--- config.mk ---
export PLATFORM = sky130hd
export DESIGN_NAME = rgmii_phy_end_flat
export DESIGN_NICKNAME = d
export VERILOG_FILES = /design/src/rgmii_pkg.sv /design/src/rgmii_if.sv /design/src/stream_fifo.sv /design/src/rgmii_phy_end.sv /design/src/flat_wrapper.sv
export SDC_FILE = /design/constraint.sdc
export NUM_CORES = 1
export LEC_CHECK = 0
export BUFFER_PORTS_ARGS = -buffer_cell sky130_fd_sc_hd__buf_4
export CORE_MARGIN = 2
export CORE_UTILIZATION = 40
export CTS_CLUSTER_DIAMETER = 60
export DETAILED_ROUTE_END_ITERATION = 6
export PLACE_DENSITY = 0.68
export SETUP_SLACK_MARGIN = 0.3
export SLEW_MARGIN = 40
export SYNTH_ARGS = -nofsm -noshare
export SYNTH_HDL_FRONTEND = slang
export SYNTH_SLANG_ARGS = --single-unit
--- constraint.sdc ---
create_clock -name ref_clk -period 3.25 [get_ports ref_clk]
set_clock_uncertainty 0.15 [all_clocks]
set_input_delay 0.4875 -clock ref_clk [delete_from_list [all_inputs] [get_ports ref_clk]]
set_output_delay 0.4875 -clock ref_clk [all_outputs]
set_load 0.03 [all_outputs]
--- src/rgmii_pkg.sv ---
// Shared constants, types and decoders for both ends of the reduced gigabit link.
package rgmii_pkg;

  // ------------------------------------------------------------------
  // Timing
  // ------------------------------------------------------------------
  // The link clocks are scaled down to the 10 MHz reference, keeping the
  // 125 : 25 : 2.5 ratio of the three speeds.
  localparam int REF_PERIOD_NS = 100;
  localparam int LINK_PERIOD_1000_NS = 800;
  localparam int LINK_PERIOD_100_NS = 4000;
  localparam int LINK_PERIOD_10_NS = 40000;
  localparam int HALF_1000_CYC = LINK_PERIOD_1000_NS / (2 * REF_PERIOD_NS);
  localparam int HALF_100_CYC = LINK_PERIOD_100_NS / (2 * REF_PERIOD_NS);
  localparam int HALF_10_CYC = LINK_PERIOD_10_NS / (2 * REF_PERIOD_NS);

  // ------------------------------------------------------------------
  // Buffering and pin layout
  // ------------------------------------------------------------------
  localparam int FIFO_WIDTH = 9;
  localparam int FIFO_DEPTH = 16;
  localparam int PIN_CLK_BIT = 5;
  localparam int PIN_CTL_BIT = 4;
  localparam int PIN_W = 6;
  localparam logic [7:0] CNT_RESET = 8'h00;
  localparam logic [3:0] NIB_IDLE = 4'h0;

  typedef enum logic [1:0] {SPEED_10, SPEED_100, SPEED_1000} link_speed_e;

  // ------------------------------------------------------------------
  // Decoders
  // ------------------------------------------------------------------
  function automatic logic [7:0] half_cycles(input link_speed_e speed);
    case (speed)
      SPEED_1000: half_cycles = 8'(HALF_1000_CYC);
      SPEED_100: half_cycles = 8'(HALF_100_CYC);
      default: half_cycles = 8'(HALF_10_CYC);
    endcase
  endfunction : half_cycles

  function automatic logic is_ddr(input link_speed_e speed);
    is_ddr = (speed == SPEED_1000);
  endfunction : is_ddr

endpackage : rgmii_pkg

--- src/rgmii_if.sv ---
// Pin bundle between the media side device and the host controller.
`timescale 1ns/1ps
interface rgmii_if;
  logic tx_clk;
  logic tx_ctl;
  logic [3:0] txd;
  logic rx_clk;
  logic rx_ctl;
  logic [3:0] rxd;

  modport phy (
    input tx_clk,
    input tx_ctl,
    input txd,
    output rx_clk,
    output rx_ctl,
    output rxd
  );

  modport mac (
    output tx_clk,
    output tx_ctl,
    output txd,
    input rx_clk,
    input rx_ctl,
    input rxd
  );
endinterface : rgmii_if

--- src/stream_fifo.sv ---
// Valid/ready FIFO with parameterised width and depth.
`timescale 1ns/1ps
module stream_fifo
  import rgmii_pkg::*;
#(
  parameter int WIDTH = FIFO_WIDTH,
  parameter int DEPTH = FIFO_DEPTH
) (
  input wire logic ref_clk,
  input wire logic resetn,
  input wire logic in_valid,
  output logic in_ready,
  input wire logic [WIDTH-1:0] in_data,
  output logic out_valid,
  input wire logic out_ready,
  output logic [WIDTH-1:0] out_data
);
  localparam int AW = $clog2(DEPTH);

  logic [WIDTH-1:0] mem [DEPTH];
  logic [AW:0] wr_ptr_r;
  logic [AW:0] rd_ptr_r;
  logic push;
  logic pop;

  // One spare pointer bit tells full from empty.
  assign in_ready = (wr_ptr_r - rd_ptr_r) != (AW+1)'(DEPTH);
  assign out_valid = wr_ptr_r != rd_ptr_r;
  assign push = in_valid && in_ready;
  assign pop = out_valid && out_ready;
  assign out_data = mem[rd_ptr_r[AW-1:0]];

  always_ff @(posedge ref_clk) begin
    if (push) begin
      mem[wr_ptr_r[AW-1:0]] <= in_data;
    end
  end

  always_ff @(posedge ref_clk or negedge resetn) begin
    if (!resetn) begin
      wr_ptr_r <= '0;
    end else if (push) begin
      wr_ptr_r <= wr_ptr_r + (AW+1)'(1);
    end
  end

  always_ff @(posedge ref_clk or negedge resetn) begin
    if (!resetn) begin
      rd_ptr_r <= '0;
    end else if (pop) begin
      rd_ptr_r <= rd_ptr_r + (AW+1)'(1);
    end
  end
endmodule : stream_fifo

--- src/rgmii_phy_end.sv ---
// Media side end: link lane sender, lane receiver and the device top.
`timescale 1ns/1ps

// ------------------------------------------------------------------
// Lane sender: makes the lane clock by division and drives control/data.
// ------------------------------------------------------------------
module link_sender
  import rgmii_pkg::*;
(
  input wire logic ref_clk,
  input wire logic resetn,
  input link_speed_e speed,
  input wire logic in_valid,
  output logic in_ready,
  input wire logic [7:0] in_data,
  input wire logic in_err,
  output logic lclk,
  output logic ctl,
  output logic [3:0] dat
);
  logic [7:0] half;
  logic [7:0] cnt_r;
  logic lclk_r;
  logic ctl_r;
  logic [3:0] dat_r;
  logic [7:0] cur_r;
  logic cur_v_r;
  logic cur_err_r;
  logic nib_hi_r;
  logic mid;
  logic rise_mid;
  logic fall_mid;
  logic take;

  assign half = half_cycles(speed);
  // Pins change mid-way through each half period, so the far end's
  // three-stage sampling sees them settled on both sides of each edge.
  assign mid = (cnt_r == {1'b0, half[7:1]});
  assign rise_mid = mid && !lclk_r;
  assign fall_mid = mid && lclk_r;
  assign in_ready = rise_mid && (is_ddr(speed) || !nib_hi_r);
  assign take = in_ready && in_valid;
  assign lclk = lclk_r;
  assign ctl = ctl_r;
  assign dat = dat_r;

  always_ff @(posedge ref_clk or negedge resetn) begin
    if (!resetn) begin
      cnt_r <= CNT_RESET;
      lclk_r <= 1'b0;
    end else if (cnt_r >= half - 8'h01) begin
      cnt_r <= CNT_RESET;
      lclk_r <= !lclk_r;
    end else begin
      cnt_r <= cnt_r + 8'h01;
    end
  end

  always_ff @(posedge ref_clk or negedge resetn) begin
    if (!resetn) begin
      cur_r <= 8'h00;
      cur_v_r <= 1'b0;
      cur_err_r <= 1'b0;
    end else if (take) begin
      cur_r <= in_data;
      cur_v_r <= 1'b1;
      cur_err_r <= in_err;
    end else if (in_ready) begin
      cur_v_r <= 1'b0;
      cur_err_r <= 1'b0;
    end
  end

  always_ff @(posedge ref_clk or negedge resetn) begin
    if (!resetn) begin
      nib_hi_r <= 1'b0;
    end else if (rise_mid && !is_ddr(speed)) begin
      nib_hi_r <= take;
    end else if (is_ddr(speed)) begin
      nib_hi_r <= 1'b0;
    end
  end

  always_ff @(posedge ref_clk or negedge resetn) begin
    if (!resetn) begin
      ctl_r <= 1'b0;
    end else if (take) begin
      ctl_r <= 1'b1;
    end else if (in_ready) begin
      ctl_r <= 1'b0;
    end else if (fall_mid) begin
      ctl_r <= cur_v_r ^ cur_err_r;
    end else if (rise_mid) begin
      ctl_r <= cur_v_r;
    end
  end

  always_ff @(posedge ref_clk or negedge resetn) begin
    if (!resetn) begin
      dat_r <= NIB_IDLE;
    end else if (take) begin
      dat_r <= in_data[3:0];
    end else if (in_ready) begin
      dat_r <= NIB_IDLE;
    end else if (rise_mid && nib_hi_r) begin
      dat_r <= cur_r[7:4];
    end else if (fall_mid && is_ddr(speed)) begin
      dat_r <= cur_r[7:4];
    end
  end
endmodule : link_sender

// ------------------------------------------------------------------
// Lane receiver: samples a foreign lane clock and rebuilds bytes.
// ------------------------------------------------------------------
module link_receiver
  import rgmii_pkg::*;
(
  input wire logic ref_clk,
  input wire logic resetn,
  input link_speed_e speed,
  input wire logic lclk,
  input wire logic ctl,
  input wire logic [3:0] dat,
  output logic out_valid,
  output logic [7:0] out_data,
  output logic out_err
);
  logic [PIN_W-1:0] s1_r;
  logic [PIN_W-1:0] s2_r;
  logic [PIN_W-1:0] s3_r;
  logic lvl_r;
  logic rise;
  logic fall;
  logic ctl_rise_r;
  logic [3:0] lo_r;
  logic have_lo_r;
  logic pend_r;
  logic err_acc_r;
  logic edge_err;
  logic emit;

  // A lane clock change counts once stages two and three agree.
  assign rise = (s2_r[PIN_CLK_BIT] == s3_r[PIN_CLK_BIT]) && s3_r[PIN_CLK_BIT] && !lvl_r;
  assign fall = (s2_r[PIN_CLK_BIT] == s3_r[PIN_CLK_BIT]) && !s3_r[PIN_CLK_BIT] && lvl_r;
  assign edge_err = ctl_rise_r ^ s3_r[PIN_CTL_BIT];
  assign emit = fall && (is_ddr(speed) ? ctl_rise_r : pend_r);

  always_ff @(posedge ref_clk or negedge resetn) begin
    if (!resetn) begin
      s1_r <= '0;
      s2_r <= '0;
      s3_r <= '0;
      lvl_r <= 1'b0;
    end else begin
      s1_r <= {lclk, ctl, dat};
      s2_r <= s1_r;
      s3_r <= s2_r;
      if (rise || fall) begin
        lvl_r <= s3_r[PIN_CLK_BIT];
      end
    end
  end

  always_ff @(posedge ref_clk or negedge resetn) begin
    if (!resetn) begin
      ctl_rise_r <= 1'b0;
      lo_r <= NIB_IDLE;
      have_lo_r <= 1'b0;
      pend_r <= 1'b0;
      out_data <= 8'h00;
    end else if (rise) begin
      ctl_rise_r <= s3_r[PIN_CTL_BIT];
      if (is_ddr(speed) || !have_lo_r || !s3_r[PIN_CTL_BIT]) begin
        lo_r <= s3_r[3:0];
        have_lo_r <= s3_r[PIN_CTL_BIT] && !is_ddr(speed);
        pend_r <= 1'b0;
      end else begin
        out_data <= {s3_r[3:0], lo_r};
        have_lo_r <= 1'b0;
        pend_r <= 1'b1;
      end
    end else if (fall && is_ddr(speed)) begin
      out_data <= {s3_r[3:0], lo_r};
    end
  end

  // In slow modes a byte spans two lane periods, so errors accumulate.
  always_ff @(posedge ref_clk or negedge resetn) begin
    if (!resetn) begin
      err_acc_r <= 1'b0;
    end else if (emit || (rise && !s3_r[PIN_CTL_BIT])) begin
      err_acc_r <= 1'b0;
    end else if (fall && ctl_rise_r) begin
      err_acc_r <= err_acc_r | edge_err;
    end
  end

  always_ff @(posedge ref_clk or negedge resetn) begin
    if (!resetn) begin
      out_valid <= 1'b0;
      out_err <= 1'b0;
    end else begin
      out_valid <= emit;
      out_err <= emit && (edge_err || (!is_ddr(speed) && err_acc_r));
    end
  end
endmodule : link_receiver

// ------------------------------------------------------------------
// Device top: receive stream out to the host, transmit stream in.
// ------------------------------------------------------------------
module rgmii_phy_end
  import rgmii_pkg::*;
(
  input wire logic ref_clk,
  input wire logic resetn,
  input link_speed_e speed,
  rgmii_if.phy link,
  input wire logic rx_in_valid,
  output logic rx_in_ready,
  input wire logic [7:0] rx_in_data,
  input wire logic rx_in_err,
  output logic tx_out_valid,
  output logic [7:0] tx_out_data,
  output logic tx_out_err
);
  logic fifo_valid;
  logic fifo_ready;
  logic [FIFO_WIDTH-1:0] fifo_data;

  stream_fifo #(.WIDTH(FIFO_WIDTH), .DEPTH(FIFO_DEPTH)) u_fifo (
    .ref_clk(ref_clk),
    .resetn(resetn),
    .in_valid(rx_in_valid),
    .in_ready(rx_in_ready),
    .in_data({rx_in_err, rx_in_data}),
    .out_valid(fifo_valid),
    .out_ready(fifo_ready),
    .out_data(fifo_data)
  );

  // The receive clock is made here, stepped by the speed.
  link_sender u_send (
    .ref_clk(ref_clk),
    .resetn(resetn),
    .speed(speed),
    .in_valid(fifo_valid),
    .in_ready(fifo_ready),
    .in_data(fifo_data[7:0]),
    .in_err(fifo_data[8]),
    .lclk(link.rx_clk),
    .ctl(link.rx_ctl),
    .dat(link.rxd)
  );

  link_receiver u_recv (
    .ref_clk(ref_clk),
    .resetn(resetn),
    .speed(speed),
    .lclk(link.tx_clk),
    .ctl(link.tx_ctl),
    .dat(link.txd),
    .out_valid(tx_out_valid),
    .out_data(tx_out_data),
    .out_err(tx_out_err)
  );
endmodule : rgmii_phy_end

--- src/flat_wrapper.sv ---
// flat-port wrapper written by rule: the top's interface ports become plain ports
module rgmii_phy_end_flat import rgmii_pkg::*;
  (ref_clk, resetn, speed, rx_in_valid, rx_in_ready, rx_in_data, rx_in_err, tx_out_valid, tx_out_data, tx_out_err, link_tx_clk, link_tx_ctl, link_txd, link_rx_clk, link_rx_ctl, link_rxd);
  rgmii_if link_i ();
  input wire logic ref_clk;
  input wire logic resetn;
  input link_speed_e speed;
  input wire logic rx_in_valid;
  output logic rx_in_ready;
  input wire logic [7:0] rx_in_data;
  input wire logic rx_in_err;
  output logic tx_out_valid;
  output logic [7:0] tx_out_data;
  output logic tx_out_err;
  input wire logic [$bits(link_i.tx_clk)-1:0] link_tx_clk;
  input wire logic [$bits(link_i.tx_ctl)-1:0] link_tx_ctl;
  input wire logic [$bits(link_i.txd)-1:0] link_txd;
  output wire logic [$bits(link_i.rx_clk)-1:0] link_rx_clk;
  output wire logic [$bits(link_i.rx_ctl)-1:0] link_rx_ctl;
  output wire logic [$bits(link_i.rxd)-1:0] link_rxd;
  assign link_i.tx_clk = link_tx_clk;
  assign link_i.tx_ctl = link_tx_ctl;
  assign link_i.txd = link_txd;
  assign link_rx_clk = link_i.rx_clk;
  assign link_rx_ctl = link_i.rx_ctl;
  assign link_rxd = link_i.rxd;
  rgmii_phy_end u_core (.ref_clk(ref_clk), .resetn(resetn), .speed(speed), .link(link_i), .rx_in_valid(rx_in_valid), .rx_in_ready(rx_in_ready), .rx_in_data(rx_in_data), .rx_in_err(rx_in_err), .tx_out_valid(tx_out_valid), .tx_out_data(tx_out_data), .tx_out_err(tx_out_err));
endmodule
==> results of run 1 <==
routing by layer:
layer	global-route usage [%]	wire (µm)	vias to the layer above
li1	-	-	2093
met1	21.3	7330	2317
met2	25.8	8270	122
met3	3.19	972	35
met4	4.72	455	0
met5	0	0	-
state kept, by name, indices dropped and copies added (netlist names), 4 cells and up:
register and count:
u_core.u_fifo.mem 144, u_core.u_recv.s1_r 6, u_core.u_recv.out_data 8, u_core.u_send.cur_r 4
u_core.u_send.dat 4, u_core.u_fifo.wr_ptr_r 5, u_core.u_recv.s2_r 6, u_core.u_send.cnt_r 8
u_core.u_fifo.rd_ptr_r 5, u_core.u_recv.lo_r 4, u_core.u_recv.s3_r 6
worst min-delay path by stage:
stage | cells after the start | to | from | slack, ps
finish | 1 | u_core.u_fifo.mem[8][6] | rx_in_data[6] | 160
detailed placement | 0 | u_core.u_recv.s2_r[3] | u_core.u_recv.s1_r[3] | 190
floorplan | 0 | u_core.u_fifo.rd_ptr_r[0] | resetn | 40
global route | 3 | u_core.u_fifo.wr_ptr_r[0] | rx_in_valid | 170
global placement | 0 | u_core.u_recv.s2_r[3] | u_core.u_recv.s1_r[3] | 180
CTS | 1 | u_core.u_fifo.mem[14][6] | rx_in_data[6] | 150
kinds of logic after synthesis:
kind of cell    Yosys count  synth area share [%]
flops                   212                  69.9
simple gates            100                  5.78
compound gates           67                  6.37
mux                      52                  11.5
buf+inv                  34                  1.77
xor+xnor                 20                  2.12
fa+ha+maj                17                  2.47
other cells               1                0.0435
synth_stat cells (all sizes together) (2+ instances only):
master,count,share of area [%]
a211oi,3,0.26
a21o,2,0.17
a21oi,13,0.80
a221oi,4,0.41
a22o,5,0.51
a22oi,14,1.2
and2,2,0.15
and3,4,0.29
buf,9,0.68
clkbuf,9,0.39
dfrtp,68,20
edfxtp,144,50
ha,17,2.5
inv,16,0.70
mux2,16,2.1
mux4,36,9.4
nand2,27,1.2
nand3,11,0.64
nor2,31,1.3
nor2b,4,0.38
nor3,8,0.60
o211ai,3,0.26
o21a,2,0.17
o21ai,9,0.52
o21bai,2,0.17
o41ai,4,1.1
or2,2,0.15
or3,2,0.15
xnor2,11,1.1
xor2,9,1.0
worst reg2reg max path, stage by stage, from the launching register on:
cell and delay, ps:
dfrtp_2 400, inv_1 90, ha_4 220, a21oi_1 160
nand2_1 140, xor2_2 300, o41ai_4 210, buf_4 190
nor3_2 550
final cells by class:
| cell class | instances | area (µm²) | share of cell area [%] |
|---|---|---|---|
| Clock buffer | 31 | 639 | 6.23 |
| Clock inverter | 7 | 87.6 | 0.853 |
| Inverter | 16 | 60.1 | 0.585 |
| Multi-Input combinational cell | 257 | 2570 | 25.1 |
| Sequential cell | 212 | 6030 | 58.7 |
| Tap cell | 275 | 344 | 3.35 |
| Timing Repair Buffer | 66 | 532 | 5.18 |
metrics by stage:
step	instances	worst slack (ps)	power (µW)	utilization [%]	hold WS (ps)
3_3_place_gp	808	409	6140	44.0	182
2_1_floorplan	503	251	5440	-	41.9
3_5_place_dp	808	285	6230	44.0	186
5_1_grt	864	269	9380	48.7	168
6_report	864	343	8930	48.7	157
4_1_cts	860	311	8910	48.4	149
what timing repair did:
item,4_1_cts,5_1_grt
gates cloned,0,0
endpoints found under the setup margin,19,37
buffers inserted,7,4
endpoints found under the hold margin,74,0
hold buffers,7,0
gates resized for setup,16,5
pin swaps,2,4
power breakdown:
group	leakage, µW	total [µW]	switching (µW)	internal, µW
clock network	0.000358	2490	965	1520
registers	0.00213	3550	234	3320
logic	0.00129	2890	1630	1260
==> metrics, run 1 <==
status=complete, no violations; clock tree from TritonCTS=done; setup repair after global routing missed its margin=yes; cell count after synthesis=between 500 and 600; latest clock arrival within the worst-skew pair=approximately 500 ps; half-perimeter wire length after placement=roughly 11 mm; drt via density=approximately 5.3; final weighted congestion in routability-driven placement=~0.82; final worst path period share=between 80 and 90%; required time worst endpoint=roughly 2600 ps; synthesis warning total=0; Synth Register Bits=between 200 and 250; summed negative setup slack over all endpoints=0 ps; slew at the pin closest to its max-slew limit=between 700 and 800 ps; vias in the first global route=4805; # nets final=roughly 610; total global routing overflow=0; area delta synth->final=19.1%; pin count of the biggest net entering global routing=a little under 70; fraction of registers with async set or reset after synthesis=around 32%; H-tree depth=1; Critical Path Stages=9; Max Fanout on Critical Path=4; cell count of the worst reg-to-reg path=8; Die ar.=approximately 23000 µm²; Port Buf Inserts=36; number of clock buffers inserted by TritonCTS=22; category of the critical setup timing path=flip-flop to output port; setup slack, reg-to-reg=450 ps; antenna violations before repair=0; Top Ports=37; netlist area before placement=between 8000 and 9000 µm²; worst min-delay path category=input port to flip-flop; clock-pin slew on the worst setup and hold paths=~60 ps; worst-case headroom to the max-slew limit=roughly half; synth unique cells=56; All-Layer GR Usage=around 16%; effective utilization at floorplan=40.9%; Die Y=151 µm; mean area per synthesized cell=around 17 µm²; maximum clock rate=344 MHz; number of enable flip-flop cells after synthesis=between 100 and 150; Vias=4567; static power due to leakage=0.00378 µW; final antenna diode count=0; worst r2r dst=u_core.u_fifo.mem[6][1]; commonest non-fill, non-tap cells in the layout=edfxtp_1, dfrtp_1, buf_4, mux4_2, nand2_1; final wirelength=around 17 mm; wire length per cell=19.7 µm; CP cell instances=inv_2 -> ha_4 -> nand2_2 -> o21bai_4 -> and3_4 -> buf_6 -> nor3_4 -> nand2_2 -> buf_6; post-route minimum period=2910 ps; Die Width=about 150 µm; power per cell area=a little under 900 nW/µm²; buffering stage count on the worst path with inverters included=3; Final Hold Violating Endpoints=0; number of fillers in the final layout=roughly 1700; Placed Area=just over 9000 µm²; Detailed Routing Iterations Pass 1=4; max-cap check violation count=0; commonest non-fill, non-tap cell in the layout=edfxtp_1; setup violators final=0; detailed router's first-iteration violation count=317; Cell Rows=53; Placeable Area=21100 µm²; number of pins exceeding their max-slew limit in the final report=0; Critical Path Slowest Stage Cell=dfrtp_1; clock tree buffer depth=3; cell area after layout=a little over 10000 µm²; total nets after synthesis=between 500 and 600; arrival time at the worst endpoint=~2300 ps; post-detailed-route DRC marker count=0; main flop type after synthesis=edfxtp_1; cell family with most CP delay=simple AND/OR/NAND/NOR gates; sequential fraction of the synthesis area=between 60 and 70%; wire length of the first global-routing pass=about 27 mm; ANT nets after route=0; proportion of layout cells with a drive suffix above 1=around a third; maximum resistive drop on vdd=around 0.00038 V; peak per-stage delay on the critical path=between 300 and 400 ps; RR Startpoint=u_core.u_fifo.rd_ptr_r[2]; type of destination of the critical path=output port; element type at the critical path start=flip-flop; clock sink total=around 210; cell at the root of the clock tree=clkbuf_16; beginning of the critical path=u_core.u_fifo.rd_ptr_r[3]; capturing instance or port of the critical path=rx_in_ready
Power figures use the tool's default switching activity.
==> run 2, diff against run 1 <==
--- a/config.mk
+++ b/config.mk
@@ -6,13 +6,15 @@
 export NUM_CORES = 1
 export LEC_CHECK = 0
 export BUFFER_PORTS_ARGS = -buffer_cell sky130_fd_sc_hd__buf_4
+export CAP_MARGIN = 20
 export CORE_MARGIN = 2
-export CORE_UTILIZATION = 40
+export CORE_UTILIZATION = 55
 export CTS_CLUSTER_DIAMETER = 60
 export DETAILED_ROUTE_END_ITERATION = 6
-export PLACE_DENSITY = 0.68
+export PLACE_DENSITY = 0.85
 export SETUP_SLACK_MARGIN = 0.3
 export SLEW_MARGIN = 40
 export SYNTH_ARGS = -nofsm -noshare
 export SYNTH_HDL_FRONTEND = slang
+export SYNTH_HIERARCHICAL = 1
 export SYNTH_SLANG_ARGS = --single-unit
==> run 2 against run 1 <==
Effect of this change: die area shrank 24%; clock-buffer cell count shrank 4; combinational power grew 20%; fmax shrank 1.1%; global-route usage grew 5.5 points; worst hold slack gained 23 ps; wire length grew 7.2%; sequential share of layout area shrank 2.1 points; via count grew 11%; clock power shrank 11%; sequential cell count is the same.
==> metrics, run 2 <==
Yosys top cell by area=edfxtp_1; adder-cell share of the synthesized area=under 10%; Critical Path Slowest Stage Cell=dfrtp_1; Die Y=~130 µm; arrival time at the worst endpoint=approximately 2300 ps; clock-pin slew on the worst setup and hold paths=60 ps; peak per-stage delay on the critical path=400 ps; Final Hold Violating Endpoints=0; commonest non-fill, non-tap cell in the layout=edfxtp_1; clock sink total=about 210; area share of the leading cell type in the synthesized netlist=approximately half; metal3 WL=between 1 and 1.5 mm; max-cap check violation count=0; flip-flop count of the largest register after layout=approximately 140; worst hold slack=180 ps; mean area per synthesized cell=~16 µm²; slew at the pin closest to its max-slew limit=approximately 600 ps; final worst path period share=around 90%; sequential fraction of the synthesis area=between 60% and 70%; cell family with most CP delay=simple AND/OR/NAND/NOR gates; post-route minimum period=approximately 2900 ps; effective utilization at floorplan=between 50% and 60%; worst-case headroom to the max-slew limit=between 60% and 70%; Detailed Routing Iterations Pass 1=5; static power due to leakage=slightly below 0.004 µW; maximum clock rate=340 MHz; final weighted congestion in routability-driven placement=around 0.82; # nets final=between 600 and 700; Cell Rows=between 40 and 50; number of pins exceeding their max-slew limit in the final report=0; half-perimeter wire length after placement=~11 mm; final wirelength=around 18 mm; Placed Area=9720 µm²; portion of netlist area occupied by mux cells=about an eighth; setup violators final=0; Die ar.=about 17000 µm²; element type at the critical path start=flip-flop; total global routing overflow=0; fraction of registers with async set or reset after synthesis=roughly a third; netlist area before placement=roughly 9000 µm²; synth unique cells=63; Top Ports=37; ANT nets after route=0; status=complete, no violations; ranking of synthesized cells by instance count=edfxtp_1, dfrtp_1, nand2_1; Max Fanout on Critical Path=4; Die Width=about 130 µm; Synth Register Bits=roughly 210; cell count after synthesis=about 550; latest clock arrival within the worst-skew pair=490 ps; clock tree buffer depth=3; category of the critical setup timing path=flip-flop to output port; H-tree depth=1; instance count after placement with tap cells included=between 700 and 800; vias in the first global route=approximately 5300; clock tree from TritonCTS=done; synthesis warning total=6; wire length per cell=21.3 µm; cell at the root of the clock tree=clkbuf_16; All-Layer GR Usage=a little over a fifth; xor/xnor cell area share of the yosys netlist=under 10%; largest cells by area after synthesis=edfxtp_1, dfrtp_1, mux4_2; buffering stage count on the worst path with inverters included=4; Vias=5081; power per cell area=around 870 nW/µm²; total nets after synthesis=between 500 and 600; summed negative setup slack over all endpoints=0 ps; met2 WL post-DR=around 9.5 mm; highest layer used for signal routing=met4; type of destination of the critical path=output port; cell area after layout=about 11000 µm²; simple-gate share of the synthesized area=under 10%; worst min-delay path category=input port to flip-flop; required time worst endpoint=around 2600 ps; area delta synth->final=18.5%; antenna violations before repair=0; pin count of the biggest net entering global routing=between 60 and 70; post-detailed-route DRC marker count=0; Port Buf Inserts=36; maximum resistive drop on vdd=approximately 0.0005 V; Compound-Gate Fraction of Synth Area=between 5 and 6%; CP cell instances=clkinv_4 -> ha_4 -> nand3b_1 -> and3b_2 -> nor2_4 -> a21oi_4 -> buf_12 -> inv_2 -> buf_4; wire length of the first global-routing pass=around 29 mm; setup slack, reg-to-reg=~340 ps; most common cell in the synthesized netlist=edfxtp_1; proportion of layout cells with a drive suffix above 1=between 30% and 40%; number of clock buffers inserted by TritonCTS=21; overall power of the completed layout=~9300 µW; Placeable Area=15900 µm²; setup repair after global routing missed its margin=no; drt via density=roughly 5.9; commonest non-fill, non-tap cells in the layout=edfxtp_1, dfrtp_1, buf_4, nand2_1, mux4_2; non-filler instance count after layout=858; number of enable flip-flop cells after synthesis=144; routed length on met1=approximately 7.4 mm; detailed router's first-iteration violation count=between 400 and 500; largest family of logic cells by synthesized area=multiplexers; main flop type after synthesis=edfxtp_1; final antenna diode count=0
run 2: cell types whose count changed after synthesis, moves of 8 or more:
cell	delta
nand2_1	+32
nor2_1	-21
mux2_4	+16
a22oi_1	-14
a31oi_1	+11
o21ai_0	+10
mux2_2	-9
and3_1	+8
run 2: metrics by stage:
stage,utilization (%),worst slack [ps]
after CTS,66.5,301
after detailed placement,61.0,256
final,66.8,312
after global placement,61.0,390
after global routing,66.8,264
after floorplan,-,303
run 2: path summary, 6_finish.rpt:
check                                          start                   endpoint  depth (start not counted)
max                        u_core/u_fifo/rd_ptr_r[2]                rx_in_ready                          9
min                                      rx_in_valid  u_core/u_fifo/wr_ptr_r[0]                          3
max reg2reg                u_core/u_fifo/rd_ptr_r[2]   u_core/u_fifo/mem[10][1]                          9
min reg2reg                    u_core/u_recv/s2_r[3]      u_core/u_recv/s3_r[3]                          0
max in group asynchronous                     resetn  u_core/u_fifo/rd_ptr_r[0]                          2
min in group asynchronous                     resetn     u_core/u_send/cnt_r[3]                          2
run 2: final cells by class:
type | count | area, µm²
Tap cell | 216 | 270
Clock buffer | 27 | 548
Clock inverter | 10 | 78.8
Inverter | 15 | 61.3
Timing Repair Buffer | 70 | 584
Sequential cell | 212 | 6030
Multi-Input combinational cell | 308 | 3080
Fill cell | 1035 | 5290
run 2: worst register-to-register path: stages (launching register included):
cell	delay, ps
dfrtp_1	400
clkinv_4	90
ha_4	310
nand3b_1	180
and3b_2	310
nor2_4	160
a21oi_4	50
buf_12	130
buf_4	250
nor3_4	520
run 2: cells by family (layout without fill, tap and decap cells):
group,after synthesis,in the layout
buffers and inverters,34,122
flip-flops,212,212
multiplexers,59,59
adder cells (fa/ha/maj),18,18
AND/OR/NAND/NOR,147,147
other,1,1
AO/OA/AOI/OAI,66,66
XOR/XNOR,17,17
run 2: what timing repair did:
item,in CTS,in global routing
hold buffers,7,0
pin swaps,8,5
gates resized for setup,10,7
endpoints found under the hold margin,74,0
setup buffers,15,0
setup endpoints to repair,37,115
run 2: routing by layer:
metal,vias to the layer above,track usage (%)
met1,2616,28.0
met4,0,4.95
met2,167,37.7
met3,25,3.00
li1,2273,-
met5,-,0
run 2: where the power goes:
group,switching (µW),internal [µW]
Clock,939,1270
Sequential,272,3320
Combinational,1940,1540
Total,3160,6130
==> run 3, diff against run 2 <==
==> constraint.sdc (replaced) <==
create_clock -name ref_clk -period 2.7 [get_ports ref_clk]
set_clock_uncertainty 0.15 [all_clocks]
set_input_delay 0.405 -clock ref_clk [delete_from_list [all_inputs] [get_ports ref_clk]]
set_output_delay 0.405 -clock ref_clk [all_outputs]
set_load 0.03 [all_outputs]
==> run 3 against run 2 <==
Effect of this change: the flow now finishes with violations (setup timing); non-clock buffer count grew 23; design area rose by 5.8%; die area unchanged; combinational power increased by 39%; total power grew 33%; sequential cell count did not move; sequential share of layout area shrank 3.1 points; worst setup slack got worse by 350 ps; global-route usage is 2.1 points higher; clock-buffer cell count grew 2; worst hold slack lost 94 ps; largest power group is now combinational cells; highest routed layer unchanged.
==> metrics, run 3 (synthesized netlist as in run 2, its figures left out) <==
status=finished with violations; violations in the final reports=setup timing; clock network fraction of design power=25.3%; worst min-delay path category=input port to flip-flop; post-route minimum period=2740 ps; latest clock arrival within the worst-skew pair=500 ps; worst setup slack after layout=-37.8 ps; half-perimeter wire length after placement=around 12 mm; final antenna diode count=0; category of the critical setup timing path=flip-flop to output port; H-tree depth=1; drt via density=slightly above 6; Top Ports=37; total global routing overflow=0; RR Startpoint=u_core/u_fifo/wr_ptr_r[2]; arrival time at the worst endpoint=around 2200 ps; portion of total power attributed to combinational logic=39.4%; clock-pin slew on the worst setup and hold paths=around 70 ps; antenna violations before repair=0; commonest non-fill, non-tap cell in the layout=edfxtp_1; setup repair after global routing missed its margin=yes; fraction of power consumed by sequential logic=a little over a third; wire length per cell=about 24 µm; internal power=approximately 8100 µW; flip-flop count of the largest register after layout=~140; max-cap check violation count=0; effective utilization at floorplan=between 50% and 60%; setup violators final=10; detailed router's first-iteration violation count=roughly 450; commonest non-fill, non-tap cells in the layout=edfxtp_1, dfrtp_1, buf_4, nand2_1, mux4_2; pin count of the biggest net entering global routing=between 60 and 70; number of fillers in the final layout=approximately 950; Die Y=approximately 130 µm; element type at the critical path start=flip-flop; number of pins exceeding their max-slew limit in the final report=0; Critical Path Slowest Stage Cell=dfrtp_1; area delta synth->final=25.4%; Port Buf Inserts=36; power per cell area=around 1100 nW/µm²; required time worst endpoint=roughly 2100 ps; cell at the root of the clock tree=clkbuf_16; Cell Rows=46; Die Width=approximately 130 µm; All-Layer GR Usage=between 20% and 30%; Worst Min Path Start=rx_in_err; Detailed Routing Iterations Pass 1=5; post-detailed-route DRC marker count=0; static power due to leakage=0.00422 µW; peak per-stage delay on the critical path=~440 ps; Max Fanout on Critical Path=4; slew at the pin closest to its max-slew limit=626 ps; final worst path period share=101%; switching power summed over all nets=~4200 µW; Die ar.=approximately 17000 µm²; # nets final=between 600 and 700; proportion of layout cells with a drive suffix above 1=37.6%; Final Hold Violating Endpoints=0; clock tree buffer depth=3; switching share of power=about a third; maximum resistive drop on vdd=a little over 0.0006 V; number of clock buffers inserted by TritonCTS=22; maximum clock rate=~370 MHz; final weighted congestion in routability-driven placement=about 0.84; clock tree from TritonCTS=done; type of destination of the critical path=output port; final wirelength=21.1 mm; ANT nets after route=0; worst hold slack=about 85 ps; wire length of the first global-routing pass=approximately 31 mm; beginning of the critical path=u_core/u_fifo/wr_ptr_r[2]; Placeable Area=around 16000 µm²; CP cell instances=ha_4 -> nand3b_1 -> a21boi_2 -> nor2_4 -> a21oi_4 -> buf_12 -> inv_8 -> buf_6; summed negative setup slack over all endpoints=-259 ps; vias in the first global route=between 5000 and 6000; worst-case headroom to the max-slew limit=between 50% and 60%; Vias=5375; clock sink total=212
[run 3: changes by cell type in the layout (fill, tap and decap cells not counted), moves of 4 or more]
cell / previous run / this run
and3_1: 12 / 8
and3_4: 0 / 4
buf_6: 1 / 21
clkbuf_1: 6 / 1
clkbuf_16: 21 / 26
nand2_1: 59 / 51
nand2_2: 0 / 8
o21ai_0: 15 / 11
[run 3: power groups by stage]
stage	logic [µW]	registers (µW)	clock network (µW)
global route	5140	4390	3280
CTS	4440	4330	3140
detailed placement	3980	4370	0
global placement	3830	4330	0
finish	4850	4340	3120
floorplan	2860	4470	0
[run 3: worst paths after layout]
path / to / slack, ps / cells past startpoint
max reg2reg: u_core/u_fifo/mem[0][1] / -40 / 10
min in group asynchronous: u_core/u_send/cnt_r[4] / 320 / 2
max in group asynchronous: u_core/u_fifo/rd_ptr_r[0] / 1650 / 2
min: u_core/u_fifo/mem[6][8] / 90 / 1
max: rx_in_ready / -40 / 8
min reg2reg: u_core/u_recv/s2_r[2] / 200 / 0
[run 3: metrics by stage]
step | cell area (µm²) | instances | setup slack (ps) | utilization [%] | total power (µW)
floorplan | 9310 | 554 | -31.3 | - | 7320
global placement | 9910 | 810 | 97.0 | 62.2 | 8160
detailed placement | 9910 | 810 | -24.5 | 62.2 | 8350
CTS | 11100 | 870 | -31.9 | 69.6 | 11900
global route | 11300 | 884 | -147 | 70.7 | 12800
finish | 11300 | 884 | -37.8 | 70.7 | 12300
[run 3: critical path, delay by kind of cell (launching register included)]
family / cells / cell delay [ps]
flops: 1 / 440
compound gates: 2 / 380
fa+ha+maj: 1 / 360
buf+inv: 3 / 270
simple gates: 2 / 230
[run 3: area by class of cell]
class | instances | area [µm²] | share of cell area [%]
timing repair buffer | 93 | 940 | 8.34
multi-input combinational | 308 | 3200 | 28.4
clock buffer | 29 | 653 | 5.79
tap | 216 | 270 | 2.40
clock inverter | 11 | 111 | 0.988
inverter | 15 | 68.8 | 0.611
sequential | 212 | 6030 | 53.5
[run 3: routing by layer]
metal	track usage, %	share of wire, %
met1	29.6	38
met2	41.5	53
met3	4.34	6.8
met4	6.52	2.6
met5	0	0
[run 3: repair_timing]
| item | 4_1_cts | 5_1_grt |
|---|---|---|
| setup buffers | 11 | 9 |
| hold buffers | 7 | 0 |
| hold endpoints to repair | 74 | 0 |
| gates cloned | 2 | 5 |
| pin swaps | 14 | 7 |
| setup endpoints to repair | 148 | 151 |
| gates resized for setup | 45 | 18 |
